**config.mk**
```make
export PLATFORM = sky130hd
export DESIGN_NAME = remote_speed_setpoint_ramp
export DESIGN_NICKNAME = d
export VERILOG_FILES = /design/src/design/setpoint_sync.v /design/src/design/remote_speed_setpoint_ramp.v
export VERILOG_INCLUDE_DIRS = /design/src /design/src/design
export SDC_FILE = /design/constraint.sdc
export NUM_CORES = 1
export LEC_CHECK = 0
export BUFFER_PORTS_ARGS = -buffer_cell sky130_fd_sc_hd__buf_4
export CELL_PAD_IN_SITES_DETAIL_PLACEMENT = 0
export CELL_PAD_IN_SITES_GLOBAL_PLACEMENT = 2
export CORE_MARGIN = 8
export CORE_UTILIZATION = 39
export DETAILED_ROUTE_END_ITERATION = 16
export GPL_TIMING_DRIVEN = 0
export PLACE_DENSITY_LB_ADDON = 0.1
export SLEW_MARGIN = 25
export SYNTH_ARGS = -nofsm -noshare
export SYNTH_HDL_FRONTEND = slang
export SYNTH_SLANG_ARGS = --single-unit
```
**constraint.sdc**
```tcl
create_clock -name clk -period 9 [get_ports clk]
set_input_delay 0.45 -clock clk [delete_from_list [all_inputs] [get_ports clk]]
set_output_delay 0.45 -clock clk [all_outputs]
set_load 0.005 [all_outputs]
```
**src/design/remote_setpoint_defines.vh**
```
// Constants for the remote setpoint and ramp block: register offsets,
// field codes, reset values and timing counts.
// Assumes a 50 MHz clock and a plain register port with 8-bit addresses.
//
// How it works
// RQ1: Select values 1 to 3 turn the three speed inputs into up, down, clear.
// RQ2: Select 1 keeps remote offset in a store, restores it at power-up.
// RQ3: With storage on, save the offset when the run command drops.
// RQ4: With up and down idle, compare once a minute, rewrite only on change.
// RQ5: Offset stays within zero and the maximum frequency setting.
// RQ6: Adjusting, second select off: longer of second and primary times.
// RQ7: Second select on always uses the second ramp times; the code uses the primary times while jog is active.
// RQ8: Select 1 or 2 lets up and down change the offset while stopped.
// RQ9: Select 3 clears the offset when run drops and never stores it.
// RQ10: Outside party should pick select 2 or 3 when changes are frequent.
// RQ11: Remote adjustment is disabled during jog or PID operation.
// RQ12: Clear then restart within a minute restores the old stored value.
// RQ13: Offset adds to the external command in external modes, mode 4 too.
// RQ14: Remote adjustment also works in network operation mode.
// RQ15: Primary ramp times span 0 to 3600 s, default 5 s or 10 s.
// RQ16: Ramp times refer to a reference frequency, 1 to 400 Hz, default 60 Hz.
// RQ17: Second ramp time spans 0 to 3600 s and applies with second select on.
// RQ18: Second decel value 9999 means use the second accel time.
// RQ19: The clear input zeroes the remote offset.
// RQ20: Select 0 keeps multi-speed meaning and makes no remote adjustment.
`ifndef REMOTE_SETPOINT_DEFINES_VH
`define REMOTE_SETPOINT_DEFINES_VH

// ****************************************************************
// Register map (byte offsets on the register port).
// ****************************************************************
`define REG_SELECT 8'h00
`define REG_PRI_ACCEL 8'h04
`define REG_PRI_DECEL 8'h08
`define REG_REF_FREQ 8'h0C
`define REG_SEC_ACCEL 8'h10
`define REG_SEC_DECEL 8'h14
`define REG_MAX_FREQ 8'h18
`define REG_OP_MODE 8'h1C
`define REG_OFFSET 8'h20
`define REG_STORED 8'h24
`define REG_STATUS 8'h28
`define REG_RAMP 8'h2C

// ****************************************************************
// Field codes and reset values.
// ****************************************************************
`define SEL_MULTI 2'h0
`define SEL_STORE 2'h1
`define SEL_NOSTORE 2'h2
`define SEL_CLEARSTOP 2'h3
`define MODE_EXT_PU 3'h4
`define MODE_NET 3'h5
`define MODE_EXT 3'h0
`define RST_TIME 16'h0032
`define RST_REF_FREQ 16'h0258
`define RST_SEC_DECEL 16'h2710
`define SEC_SAME 16'h270F
`define MAX_TIME 16'h8CA0
`define MIN_REF 16'h000A
`define MAX_REF 16'h0FA0
`define RST_MAX_FREQ 16'h04B0
`define FREQ_ZERO 16'h0000
`define SEL_MSB 1
`define MODE_MSB 2

// ****************************************************************
// Timing: one minute store interval, one 0.1 Hz step per tick.
// ****************************************************************
// Sixty seconds at 50 MHz, written out so no signed 32-bit product wraps.
`define STORE_CYCLES 32'hB2D0_5E00
`define STEP_DIV 32'd5000
`define TICK_ONE 32'h0000_0001

`endif

```
**src/design/setpoint_sync.v**
```verilog
// Two-flip-flop synchroniser for one contact input.
// Assumes the input is asynchronous to clk and may bounce slowly.
`timescale 1ns/1ps
module setpoint_sync (
  // Clock and reset.
  input wire clk,
  input wire rst,
  // Asynchronous pin and its synchronised level.
  input wire pin_in,
  output reg level_ff
);

  reg meta_ff;

  // Only the second flop is read outside this module.
  always @(posedge clk) begin
    if (rst) begin
      meta_ff <= 1'b0;
      level_ff <= 1'b0;
    end else begin
      meta_ff <= pin_in;
      level_ff <= meta_ff;
    end
  end

endmodule // setpoint_sync

```
**src/design/remote_speed_setpoint_ramp.v**
```verilog
// Remote setpoint offset with store, clear and ramp time selection.
// Frequencies are in 0.1 Hz units, times in 0.1 s units.
// Assumes contacts and run commands are pins; jog and PID status come
// from logic on the same clock. Power cycling is modelled by rst, and
// the store models nonvolatile memory, so it survives rst.
`timescale 1ns/1ps
`include "remote_setpoint_defines.vh"
module remote_speed_setpoint_ramp #(
  parameter [31:0] STORE_INTERVAL = `STORE_CYCLES
) (
  // Clock and reset.
  input wire clk,
  input wire rst,
  // Contact and run pins.
  input wire setpoint_increase_input,
  input wire setpoint_decrease_input,
  input wire setpoint_clear_input,
  input wire forward_run_command,
  input wire reverse_run_command,
  input wire second_function_select,
  // Status from other drive logic on this clock.
  input wire jog_active,
  input wire pid_active,
  // External frequency command and whether multi-speed picked it.
  input wire [15:0] ext_freq_cmd,
  input wire multi_speed_selected,
  // Register port.
  input wire [7:0] reg_addr,
  input wire [31:0] reg_wdata,
  input wire reg_wr,
  input wire reg_rd,
  output reg [31:0] reg_rdata_ff,
  // Results.
  output reg [15:0] freq_setpoint_ff,
  output reg [15:0] accel_time_ff,
  output reg [15:0] decel_time_ff,
  output reg multi_speed_mode_ff,
  output reg store_write_ff
);

  // ****************************************************************
  // Input synchronisers.
  // ****************************************************************
  wire inc_s;
  wire dec_s;
  wire clr_s;
  wire fwd_s;
  wire rev_s;
  wire sec_s;

  setpoint_sync u_inc (.clk(clk), .rst(rst),
    .pin_in(setpoint_increase_input), .level_ff(inc_s));
  setpoint_sync u_dec (.clk(clk), .rst(rst),
    .pin_in(setpoint_decrease_input), .level_ff(dec_s));
  setpoint_sync u_clr (.clk(clk), .rst(rst),
    .pin_in(setpoint_clear_input), .level_ff(clr_s));
  setpoint_sync u_fwd (.clk(clk), .rst(rst),
    .pin_in(forward_run_command), .level_ff(fwd_s));
  setpoint_sync u_rev (.clk(clk), .rst(rst),
    .pin_in(reverse_run_command), .level_ff(rev_s));
  setpoint_sync u_sec (.clk(clk), .rst(rst),
    .pin_in(second_function_select), .level_ff(sec_s));

  // ****************************************************************
  // Settings registers.
  // ****************************************************************
  reg [1:0] select_ff;
  reg [15:0] pri_accel_ff;
  reg [15:0] pri_decel_ff;
  reg [15:0] ref_freq_ff;
  reg [15:0] sec_accel_ff;
  reg [15:0] sec_decel_ff;
  reg [15:0] max_freq_ff;
  reg [2:0] op_mode_ff;

  // Out-of-range writes clip, so ramp math never sees illegal values.
  function [15:0] clip_time;
    input [31:0] v;
    begin
      if (v[31:16] != 16'h0000 || v[15:0] > `MAX_TIME)
        clip_time = `MAX_TIME;
      else
        clip_time = v[15:0];
    end
  endfunction

  // Settings writes; second decel accepts the same-as-accel code too.
  always @(posedge clk) begin
    if (rst) begin
      select_ff <= `SEL_MULTI;
      pri_accel_ff <= `RST_TIME; // [RQ15]
      pri_decel_ff <= `RST_TIME; // [RQ15]
      ref_freq_ff <= `RST_REF_FREQ; // [RQ16]
      sec_accel_ff <= `RST_TIME; // [RQ17]
      sec_decel_ff <= `SEC_SAME; // [RQ18]
      max_freq_ff <= `RST_MAX_FREQ;
      op_mode_ff <= `MODE_EXT;
    end else if (reg_wr) begin
      case (reg_addr)
        `REG_SELECT: select_ff <= reg_wdata[`SEL_MSB:0];
        `REG_PRI_ACCEL: pri_accel_ff <= clip_time(reg_wdata); // [RQ15]
        `REG_PRI_DECEL: pri_decel_ff <= clip_time(reg_wdata); // [RQ15]
        `REG_REF_FREQ: begin
          if (reg_wdata[15:0] < `MIN_REF)
            ref_freq_ff <= `MIN_REF; // [RQ16]
          else if (reg_wdata[31:16] != 16'h0000 ||
                   reg_wdata[15:0] > `MAX_REF)
            ref_freq_ff <= `MAX_REF; // [RQ16]
          else
            ref_freq_ff <= reg_wdata[15:0];
        end
        `REG_SEC_ACCEL: sec_accel_ff <= clip_time(reg_wdata); // [RQ17]
        `REG_SEC_DECEL: begin
          if (reg_wdata[15:0] == `SEC_SAME && reg_wdata[31:16] == 16'h0000)
            sec_decel_ff <= `SEC_SAME; // [RQ18]
          else
            sec_decel_ff <= clip_time(reg_wdata);
        end
        `REG_MAX_FREQ: max_freq_ff <= reg_wdata[15:0];
        `REG_OP_MODE: op_mode_ff <= reg_wdata[`MODE_MSB:0];
        default: select_ff <= select_ff;
      endcase
    end
  end

  // ****************************************************************
  // Remote enable and run edge.
  // ****************************************************************
  wire remote_on = (select_ff != `SEL_MULTI); // [RQ1] [RQ20]
  wire run_now = fwd_s | rev_s;
  wire mode_ok = (op_mode_ff == `MODE_EXT) || (op_mode_ff == `MODE_EXT_PU) ||
    (op_mode_ff == `MODE_NET); // [RQ13] [RQ14]
  wire adjust_ok = remote_on && mode_ok &&
    !jog_active && !pid_active; // [RQ11]
  reg run_d_ff;
  wire run_fall = run_d_ff & ~run_now;
  // Select 3 only adjusts while running; 1 and 2 also while stopped.
  wire run_gate = (select_ff != `SEL_CLEARSTOP) || run_now; // [RQ8]
  wire inc_go = adjust_ok && run_gate && inc_s && !dec_s;
  wire dec_go = adjust_ok && run_gate && dec_s && !inc_s;

  always @(posedge clk) begin
    if (rst)
      run_d_ff <= 1'b0;
    else
      run_d_ff <= run_now;
  end

  // ****************************************************************
  // Offset stepping: one 0.1 Hz step per step tick.
  // ****************************************************************
  reg [31:0] step_cnt_ff;
  wire step_tick = (step_cnt_ff == `STEP_DIV - `TICK_ONE);

  always @(posedge clk) begin
    if (rst || !(inc_go || dec_go))
      step_cnt_ff <= 32'h0000_0000;
    else if (step_tick)
      step_cnt_ff <= 32'h0000_0000;
    else
      step_cnt_ff <= step_cnt_ff + `TICK_ONE;
  end

  // ****************************************************************
  // Offset and nonvolatile store.
  // ****************************************************************
  reg [15:0] offset_ff;
  reg [15:0] stored_ff;
  reg restored_ff;
  reg [31:0] minute_cnt_ff;
  reg idle_d_ff;
  wire adj_idle = !inc_s && !dec_s;
  wire store_on = (select_ff == `SEL_STORE); // [RQ2]
  wire minute_up = (minute_cnt_ff == STORE_INTERVAL - `TICK_ONE);

  // Restore one cycle after reset release, when the store is valid.
  // Select comes up as 0 after reset, so the restore keys on the store's
  // own contents; software that keeps select 1 sees its old offset.
  // Select 0 only blocks adjustment and the sum; it must not wipe the
  // offset, or the restored value would be lost before software runs.
  reg [15:0] nxt_offset;
  always @* begin
    nxt_offset = offset_ff;
    if (!restored_ff)
      nxt_offset = stored_ff; // [RQ2] [RQ12]
    else if (adjust_ok && clr_s)
      nxt_offset = `FREQ_ZERO; // [RQ19]
    else if (select_ff == `SEL_CLEARSTOP && run_fall)
      nxt_offset = `FREQ_ZERO; // [RQ9]
    else if (inc_go && step_tick) begin
      if (offset_ff >= max_freq_ff)
        nxt_offset = max_freq_ff; // [RQ5]
      else
        nxt_offset = offset_ff + 16'h0001;
    end else if (dec_go && step_tick) begin
      if (offset_ff == `FREQ_ZERO)
        nxt_offset = `FREQ_ZERO; // [RQ5]
      else
        nxt_offset = offset_ff - 16'h0001;
    end
    if (nxt_offset > max_freq_ff)
      nxt_offset = max_freq_ff; // [RQ5]
  end

  always @(posedge clk) begin
    if (rst) begin
      offset_ff <= `FREQ_ZERO;
      restored_ff <= 1'b0;
    end else begin
      offset_ff <= nxt_offset;
      restored_ff <= 1'b1;
    end
  end

  // Minute timer restarts whenever an adjust input is active.
  always @(posedge clk) begin
    if (rst) begin
      minute_cnt_ff <= 32'h0000_0000;
      idle_d_ff <= 1'b0;
    end else begin
      idle_d_ff <= adj_idle;
      if (!adj_idle || minute_up)
        minute_cnt_ff <= 32'h0000_0000;
      else
        minute_cnt_ff <= minute_cnt_ff + `TICK_ONE; // [RQ4]
    end
  end

  // The store has no reset: it models memory that outlives power loss.
  // Writes only on run release or on the minute compare with a change.
  wire save_run = store_on && run_fall; // [RQ3]
  wire save_min = store_on && adj_idle && minute_up &&
    (offset_ff != stored_ff); // [RQ4] [RQ12]
  initial stored_ff = `FREQ_ZERO;
  always @(posedge clk) begin
    if (restored_ff && (save_run || save_min))
      stored_ff <= offset_ff;
  end

  always @(posedge clk) begin
    if (rst)
      store_write_ff <= 1'b0;
    else
      store_write_ff <= restored_ff && (save_run || save_min);
  end

  // ****************************************************************
  // Setpoint sum and ramp time selection.
  // ****************************************************************
  wire [16:0] sum = {1'b0, ext_freq_cmd} + {1'b0, offset_ff};
  wire apply = remote_on && mode_ok && !multi_speed_selected; // [RQ13]
  wire [15:0] sec_dec_eff = (sec_decel_ff == `SEC_SAME) ?
    sec_accel_ff : sec_decel_ff; // [RQ18]
  wire adjusting = inc_go || dec_go;

  always @(posedge clk) begin
    if (rst) begin
      freq_setpoint_ff <= `FREQ_ZERO;
      accel_time_ff <= `RST_TIME;
      decel_time_ff <= `RST_TIME;
      multi_speed_mode_ff <= 1'b1;
    end else begin
      multi_speed_mode_ff <= !remote_on; // [RQ20]
      if (!apply)
        freq_setpoint_ff <= ext_freq_cmd;
      else if (sum[16])
        freq_setpoint_ff <= 16'hFFFF;
      else
        freq_setpoint_ff <= sum[15:0]; // [RQ5]
      if (sec_s && !jog_active) begin
        accel_time_ff <= sec_accel_ff; // [RQ7]
        decel_time_ff <= sec_dec_eff; // [RQ7]
      end else if (adjusting) begin
        accel_time_ff <= (pri_accel_ff > sec_accel_ff) ?
          pri_accel_ff : sec_accel_ff; // [RQ6]
        decel_time_ff <= (pri_decel_ff > sec_dec_eff) ?
          pri_decel_ff : sec_dec_eff; // [RQ6]
      end else begin
        accel_time_ff <= pri_accel_ff;
        decel_time_ff <= pri_decel_ff;
      end
    end
  end

  // ****************************************************************
  // Register read: data stands in the cycle after the read strobe.
  // ****************************************************************
  always @(posedge clk) begin
    if (rst)
      reg_rdata_ff <= 32'h0000_0000;
    else if (reg_rd) begin
      case (reg_addr)
        `REG_SELECT: reg_rdata_ff <= {30'h0000_0000, select_ff};
        `REG_PRI_ACCEL: reg_rdata_ff <= {16'h0000, pri_accel_ff};
        `REG_PRI_DECEL: reg_rdata_ff <= {16'h0000, pri_decel_ff};
        `REG_REF_FREQ: reg_rdata_ff <= {16'h0000, ref_freq_ff};
        `REG_SEC_ACCEL: reg_rdata_ff <= {16'h0000, sec_accel_ff};
        `REG_SEC_DECEL: reg_rdata_ff <= {16'h0000, sec_decel_ff};
        `REG_MAX_FREQ: reg_rdata_ff <= {16'h0000, max_freq_ff};
        `REG_OP_MODE: reg_rdata_ff <= {29'h0000_0000, op_mode_ff};
        `REG_OFFSET: reg_rdata_ff <= {16'h0000, offset_ff};
        `REG_STORED: reg_rdata_ff <= {16'h0000, stored_ff};
        `REG_STATUS: reg_rdata_ff <= {26'h0000_000, adjust_ok, run_now,
          sec_s, clr_s, dec_s, inc_s};
        `REG_RAMP: reg_rdata_ff <= {accel_time_ff, decel_time_ff};
        default: reg_rdata_ff <= 32'h0000_0000;
      endcase
    end else
      reg_rdata_ff <= 32'h0000_0000;
  end

endmodule // remote_speed_setpoint_ramp

```
# Word-level counts from Yosys, hierarchy flattened
# Index checks and enable logic that the tools add are counted.
dict set report word_totals {
  register_bits 293
  input_bits 69
  out_inout_bits 82
  elab_cells 147
}
dict set report classes {
  n_addsub 5
  magnitude_cmp 7
  eq_ne 21
  muxes 23
  bitwise 4
  n_reduce_logical 55
}
# op n
set op_table {}
lappend op_table {{32-bit case mux with 12 select lines} 1}
lappend op_table {{16-bit two-way mux} 21}
lappend op_table {{32-bit by 1-bit adder with 32-bit output (second input constant)} 2}
lappend op_table {{16-bit > comparator} 3}
lappend op_table {{16-bit by 14-bit equality test with 1-bit output (second input constant)} 2}
lappend op_table {{32-bit by 13-bit equality test with 1-bit output (second input constant)} 1}
lappend op_table {{32-bit equality test (second input constant)} 1}
lappend op_table {{8-bit by 5-bit equality test with 1-bit output (second input constant)} 4}
lappend op_table {{8-bit by 6-bit equality test with 1-bit output (second input constant)} 4}
lappend op_table {{16-bit logical NOT} 2}
lappend op_table {{1-bit logical AND} 21}
lappend op_table {{16-bit by 16-bit adder with 17-bit output} 1}
lappend op_table {{16-bit by 1-bit adder with 16-bit output (second input constant)} 1}
lappend op_table {{8-bit by 4-bit equality test with 1-bit output (second input constant)} 2}
lappend op_table {{16-bit greater-or-equal comparator} 1}
lappend op_table {{16-bit by 12-bit > comparator with 1-bit output (second input constant)} 1}
lappend op_table {{16-bit > comparator (second input constant)} 1}
lappend op_table {{16-bit by 4-bit less-than comparator with 1-bit output (second input constant)} 1}
lappend op_table {{16-bit inequality test} 1}
lappend op_table {{2-bit AND reduction} 8}
lappend op_table {{16-bit nonzero test} 1}
lappend op_table {{16-bit by 1-bit subtractor with 16-bit output (second input constant)} 1}
lappend op_table {{1-bit logical OR} 9}
lappend op_table {{8-bit by 3-bit equality test with 1-bit output (second input constant)} 1}
lappend op_table {{other kinds (13)} 24}

# Longest topological paths before layout
dict set report logic_depth {
  ltp_word 17
  ltp_mapped 22
  depth_no_buf 19
}

# Modules after synthesis
# From an unflattened synthesis, not the netlist that was laid out.
dict set report hier_totals {
  hier_cells 1772
  area_unflattened_um2 15122.0
}
# module instances cells_per_inst area_each_um2
set modules_own_cells {}
lappend modules_own_cells {remote_speed_setpoint_ramp 1 1748 14806.7}
lappend modules_own_cells {setpoint_sync 6 4 52.6}

# Worst setup path before layout
# OpenSTA, ideal clock, no wires.
dict set report synth_path {
  kind {reg2reg}
  start {register offset_ff[0]}
  end {register offset_ff[11]}
  setup_time_ns 0.088
  arrival_ns 4.114
  required_time_ns 8.912
  setup_slack_ns 4.798
  stages_incl_launch_ff 22
  period_less_slack_ns 4.202
  cell_sequence {dfxtp_1 > clkbuf_1 > inv_1 > ha_1 > nor3b_1 > o21ai_0 > o2111ai_1 > a21boi_0 > nor2_1 > buf_2 > mux2i_1 > o21ai_0 > nand2_1 > ha_1 > a2111oi_0 > o21ai_0 > a31oi_1 > o221ai_1 > o211ai_1 > clkbuf_1 > nor2_1 > a311oi_2}
}
dict set report synth_via {
  elab_chain_len 9
  elab_cells_between_ends 13
  classes_between {2 x add/sub; 2 x order compare; 8 x mux; 1 x reduce/logical}
}
# element line_no
set synth_rtl {}
lappend synth_rtl {{from (decl)} remote_speed_setpoint_ramp.v:167} ;# reg [15:0] offset_ff;
lappend synth_rtl {{from (signal assigned)} remote_speed_setpoint_ramp.v:207} ;# offset_ff <= `FREQ_ZERO;
lappend synth_rtl {{from (signal assigned)} remote_speed_setpoint_ramp.v:210} ;# offset_ff <= nxt_offset;
lappend synth_rtl {{16-bit by 1-bit subtractor with 16-bit output / 16-bit logical NOT (equally long branches)} -}
lappend synth_rtl {{16-bit two-way mux} remote_speed_setpoint_ramp.v:196} ;# if (offset_ff == `FREQ_ZERO)
lappend synth_rtl {{16-bit two-way mux} remote_speed_setpoint_ramp.v:195} ;# end else if (dec_go && step_tick) begin
lappend synth_rtl {{16-bit two-way mux (*)} remote_speed_setpoint_ramp.v:190} ;# else if (inc_go && step_tick) begin
lappend synth_rtl {{16-bit two-way mux (*)} remote_speed_setpoint_ramp.v:188} ;# else if (select_ff == `SEL_CLEARSTOP && run_fall)
lappend synth_rtl {{16-bit two-way mux (*)} remote_speed_setpoint_ramp.v:186} ;# else if (adjust_ok && clr_s)
lappend synth_rtl {{16-bit two-way mux (*)} remote_speed_setpoint_ramp.v:184} ;# if (!restored_ff)
lappend synth_rtl {{16-bit > comparator} remote_speed_setpoint_ramp.v:201} ;# if (nxt_offset > max_freq_ff)
lappend synth_rtl {{16-bit two-way mux (*)} remote_speed_setpoint_ramp.v:201}
# Every way passes the cells marked *; elsewhere a longest branch is shown, timed or not.
# A chain may end at the register's enable or synchronous reset.

# Worst setup path in the final report
dict set report layout_path {
  start {register offset_ff[0]}
  end {register offset_ff[0]}
}
# The elaborated chain is that of the path after synthesis.

==> results.py <==
metrics = {
    "sta": {
        "setup_tns_ns": 0,
        "fin_crit_sh_pct": 65.4,
        "maxSlewHeadroom_pct": 25.0,
        "fin_ws_ns": 3.11,
        "setup_viol": 0,
        "layout_min_cycle_time_ns": 5.89,
        "max_freq_ghz": 0.170,
        "tightest_slew_ns": 1.12,
        "maxSlewViolCount": 0,
        "rsz0062_at_grt": "no",
        "fin_skew_ns": 0.0242,
        "hold_viol_final": 0,
    },
    "hold_path": {
        "min_from": "reverse_run_command",
        "hold_path_end": "u_rev.meta_ff",
        "hold_class": "in2reg",
        "holdPathStages": 2,
    },
    "yosys": {
        "netlist-cell-type-count": 74,
        "synth_flop_cell": "dfxtp_1",
        "synthArstFlopShare_pct": 0,
        "yosysSeqAreaShare_pct": 39.8,
        "syn-num-nets": 1958,
        "syn-instance-count": 1803,
        "synth-edff-count": 16,
        "syn_area_um2": 15100,
        "syn_avg_cell_area_um2": 8.39,
        "ys_ff_latch": 293,
        "ys_warn_count": 0,
    },
    "placed_design": {
        "dp_hpwl_um": 46500,
        "port_buffers": 150,
        "post-place-ws_ns": 3.29,
        "post-place-cells": 2473,
        "routabilityCongestion": 0.958,
    },
    "detailed_routing": {
        "first_iter_violations": 1537,
        "drc": 0,
        "via_per_inst": 5.80,
        "num_vias": 14700,
        "totalWireLength_um": 60100,
        "first_pass_iters": 5,
        "antenna_left": 0,
        "wl_per_cell_um": 23.7,
    },
    "worst_setup_path": {
        "cpPeakStageDelay_ns": 0.65,
        "cp_common_cell": "o21ai_0",
        "crit_buf_inv": 4,
        "r2r_end": "offset_ff[0]",
        "crit_slowest_cell": "a21boi_0",
        "worst_setup_path_end_kind": "register",
        "path_class": "reg2reg",
        "critPathLaunchType": "register",
        "worstPathMaxFanout": 10,
        "reg2reg_slack_ns": 3.11,
        "path_delay_family": "compound AO/OA/AOI/OAI gates",
        "r2r-start": "offset_ff[0]",
        "r2r_cells": 21,
        "required_ns": 9.43,
        "critPathArrivalTime_ns": 6.32,
        "crit_chain": "clkbuf_1 -> inv_1 -> ha_1 -> nor3b_1 -> o21ai_0 -> o2111ai_1 -> a21boi_0 -> nor2_1 -> buf_2 -> mux2i_1 -> o21ai_0 -> nand2_1 -> ha_1 -> a2111oi_0 -> o21ai_0 -> a31oi_1 -> o221ai_1 -> o211ai_1 -> clkbuf_1 -> nor2_1 -> a211oi_1",
    },
    "clock_tree": {
        "hold_buffers": 0,
        "cts_resized": 0,
        "cts_tree": "yes",
        "clock-sinks": 293,
        "cts_inserted_buffers": 36,
        "worstSkewPairLatency_ns": 0.56,
        "ctsLongestPathBuffers": 3,
        "postCtsSetupRepairBufs": 0,
        "clkSlewWorstSetupHoldPaths_ns": 0.06,
        "cts_root_buf": "clkbuf_16",
        "h-tree-depth": 2,
    },
    "floorplan": {
        "die_area_um2": 45400,
        "coreArea_um2": 38500,
        "rows": 72,
        "start_util_pct": 39.3,
        "die_y_um": 213,
        "die_x_um": 213,
        "ios": 151,
    },
    "power": {
        "p_clk_share_pct": 48.4,
        "peakVddDrop_mv": 0.118,
        "switching_share_pct": 25.7,
        "switchingPower_uw": 832,
        "p_per_area_nw_per_um2": 178,
        "combinationalPowerShare_pct": 10.1,
        "intPower_mw": 2.41,
        "p_leak_nw": 7.02,
        "pwr-share-seq_pct": 41.5,
    },
    "final_layout": {
        "drive_gt1_share_pct": 11.7,
        "nets": 2148,
        "stdcell_count": 2537,
        "syn_to_final_growth_pct": 20.4,
        "top_regs": "minute_cnt_ff (32), reg_rdata_ff (32), step_cnt_ff (32)",
        "diodes": 0,
    },
    "global_routing": {
        "grt_pass1_wl_um": 89900,
        "first_global_vias": 14200,
        "grt_usage_pct": 26.2,
        "grt_max_degree": 14,
        "grt_overflow": 0,
        "antenna_found_initial": 1,
    },
    "status": {
        "outcome": "completed",
    },
    "job": {
        "maxCapViolCount": 0,
    },
}
## cells by family after synthesis
logic type | after synthesis | share of synthesized area, %
AND/OR/NAND/NOR | 713 | 22.3
AO/OA/AOI/OAI | 431 | 19.5
flip-flops | 293 | 39.8
multiplexers | 25 | 1.66
adder cells (fa/ha/maj) | 86 | 7.16
XOR/XNOR | 98 | 5.67
buffers and inverters | 157 | 3.92
## per-stage QoR
stage               hold slack [ns]  power, mW  instance area [um^2]  utilization [%]
floorplan                     0.414       1.56                 15100                -
global placement              0.432       1.69                 16900             44.0
detailed placement            0.434       1.70                 16900             44.0
CTS                          0.0905       3.27                 18200             47.4
global route                  0.103       3.36                 18200             47.4
finish                        0.115       3.24                 18200             47.4
## routing by layer
layer / part of all wire, % / GRT usage, %
met1: 44 / 35.3
met3: 7.6 / 4.26
met5: 0 / 0
met2: 45 / 41.8
met4: 3.5 / 9.45
## worst max-delay path by stage
| stage | cells after the start | slack (ns) | from | to |
|---|---|---|---|---|
| after floorplan | 21 | 4.80 | offset_ff[0] | offset_ff[11] |
| after global placement | 21 | 3.32 | offset_ff[0] | offset_ff[0] |
| after detailed placement | 21 | 3.29 | offset_ff[0] | offset_ff[0] |
| after CTS | 21 | 3.25 | offset_ff[0] | offset_ff[0] |
| after global routing | 21 | 2.72 | offset_ff[0] | offset_ff[0] |
| final | 21 | 3.11 | offset_ff[0] | offset_ff[0] |
## cells in the mapped netlist, types with 48 or more instances
cell      instances  share of area [%]
xor2_1           50                2.9
o21ai_0          61                2.0
nand2_1         156                3.9
nand3_1          74                2.4
dfxtp_1         277                 37
inv_1            63                1.6
ha_1             85                7.0
xnor2_1          48                2.8
nor2_1          267                6.6
a21oi_1         106                3.5
clkbuf_1         84                2.1
## placed cells by master (no fill, tap or decap), types with 7 or more instances in the layout
master     Yosys  layout
dfxtp_1      277     277
nor2_1       267     266
nand2_1      156     156
buf_4          0     152
a21oi_1      106     105
clkbuf_1      84      86
ha_1          85      85
nand3_1       74      74
inv_1         63      63
o21ai_0       61      61
xor2_1        50      50
xnor2_1       48      48
clkbuf_16      0      38
nand4_1       37      37
nor3_1        37      36
a211oi_1      33      33
o211ai_1      26      26
and2_1        24      24
mux2i_1       24      24
a31oi_1       24      24
a22oi_1       24      24
a221oi_1      24      24
nor2b_1       21      21
a22o_1        21      21
nor4_1        21      20
and3_1        16      16
a21o_1        16      16
a311oi_1      16      16
edfxtp_1      16      16
or4_1         12      12
a222oi_1      11      11
o311a_1        9       9
or3_1          8       8
o22ai_1        8       8
and4_1         7       7
nand3b_1       7       7
## power by group through the flow
stage,logic [mW],clock network [mW],registers (mW)
after CTS,0.322,1.60,1.35
after global placement,0.318,0,1.38
after detailed placement,0.320,0,1.38
after floorplan,0.199,0,1.37
final,0.327,1.57,1.35
after global routing,0.357,1.66,1.35
## worst reg2reg max path: cells and delay by family, from the launching register on
kind | cells | cell delay [ns]
buf+inv | 4 | 1.31
fa+ha+maj | 2 | 0.64
mux | 1 | 0.15
compound gates | 10 | 2.88
simple gates | 4 | 0.33
flops | 1 | 0.43
## area by class of cell
class	count	area, um^2
plain buffers	92	349
clock buffers	46	1040
clock inverters	18	243
fillers	3883	20200
inverters	65	244
multi-input cells	1353	8530
flip-flops and latches	293	6030
well taps	518	648
repair buffers	152	1140
Power figures use the tool's default switching activity.
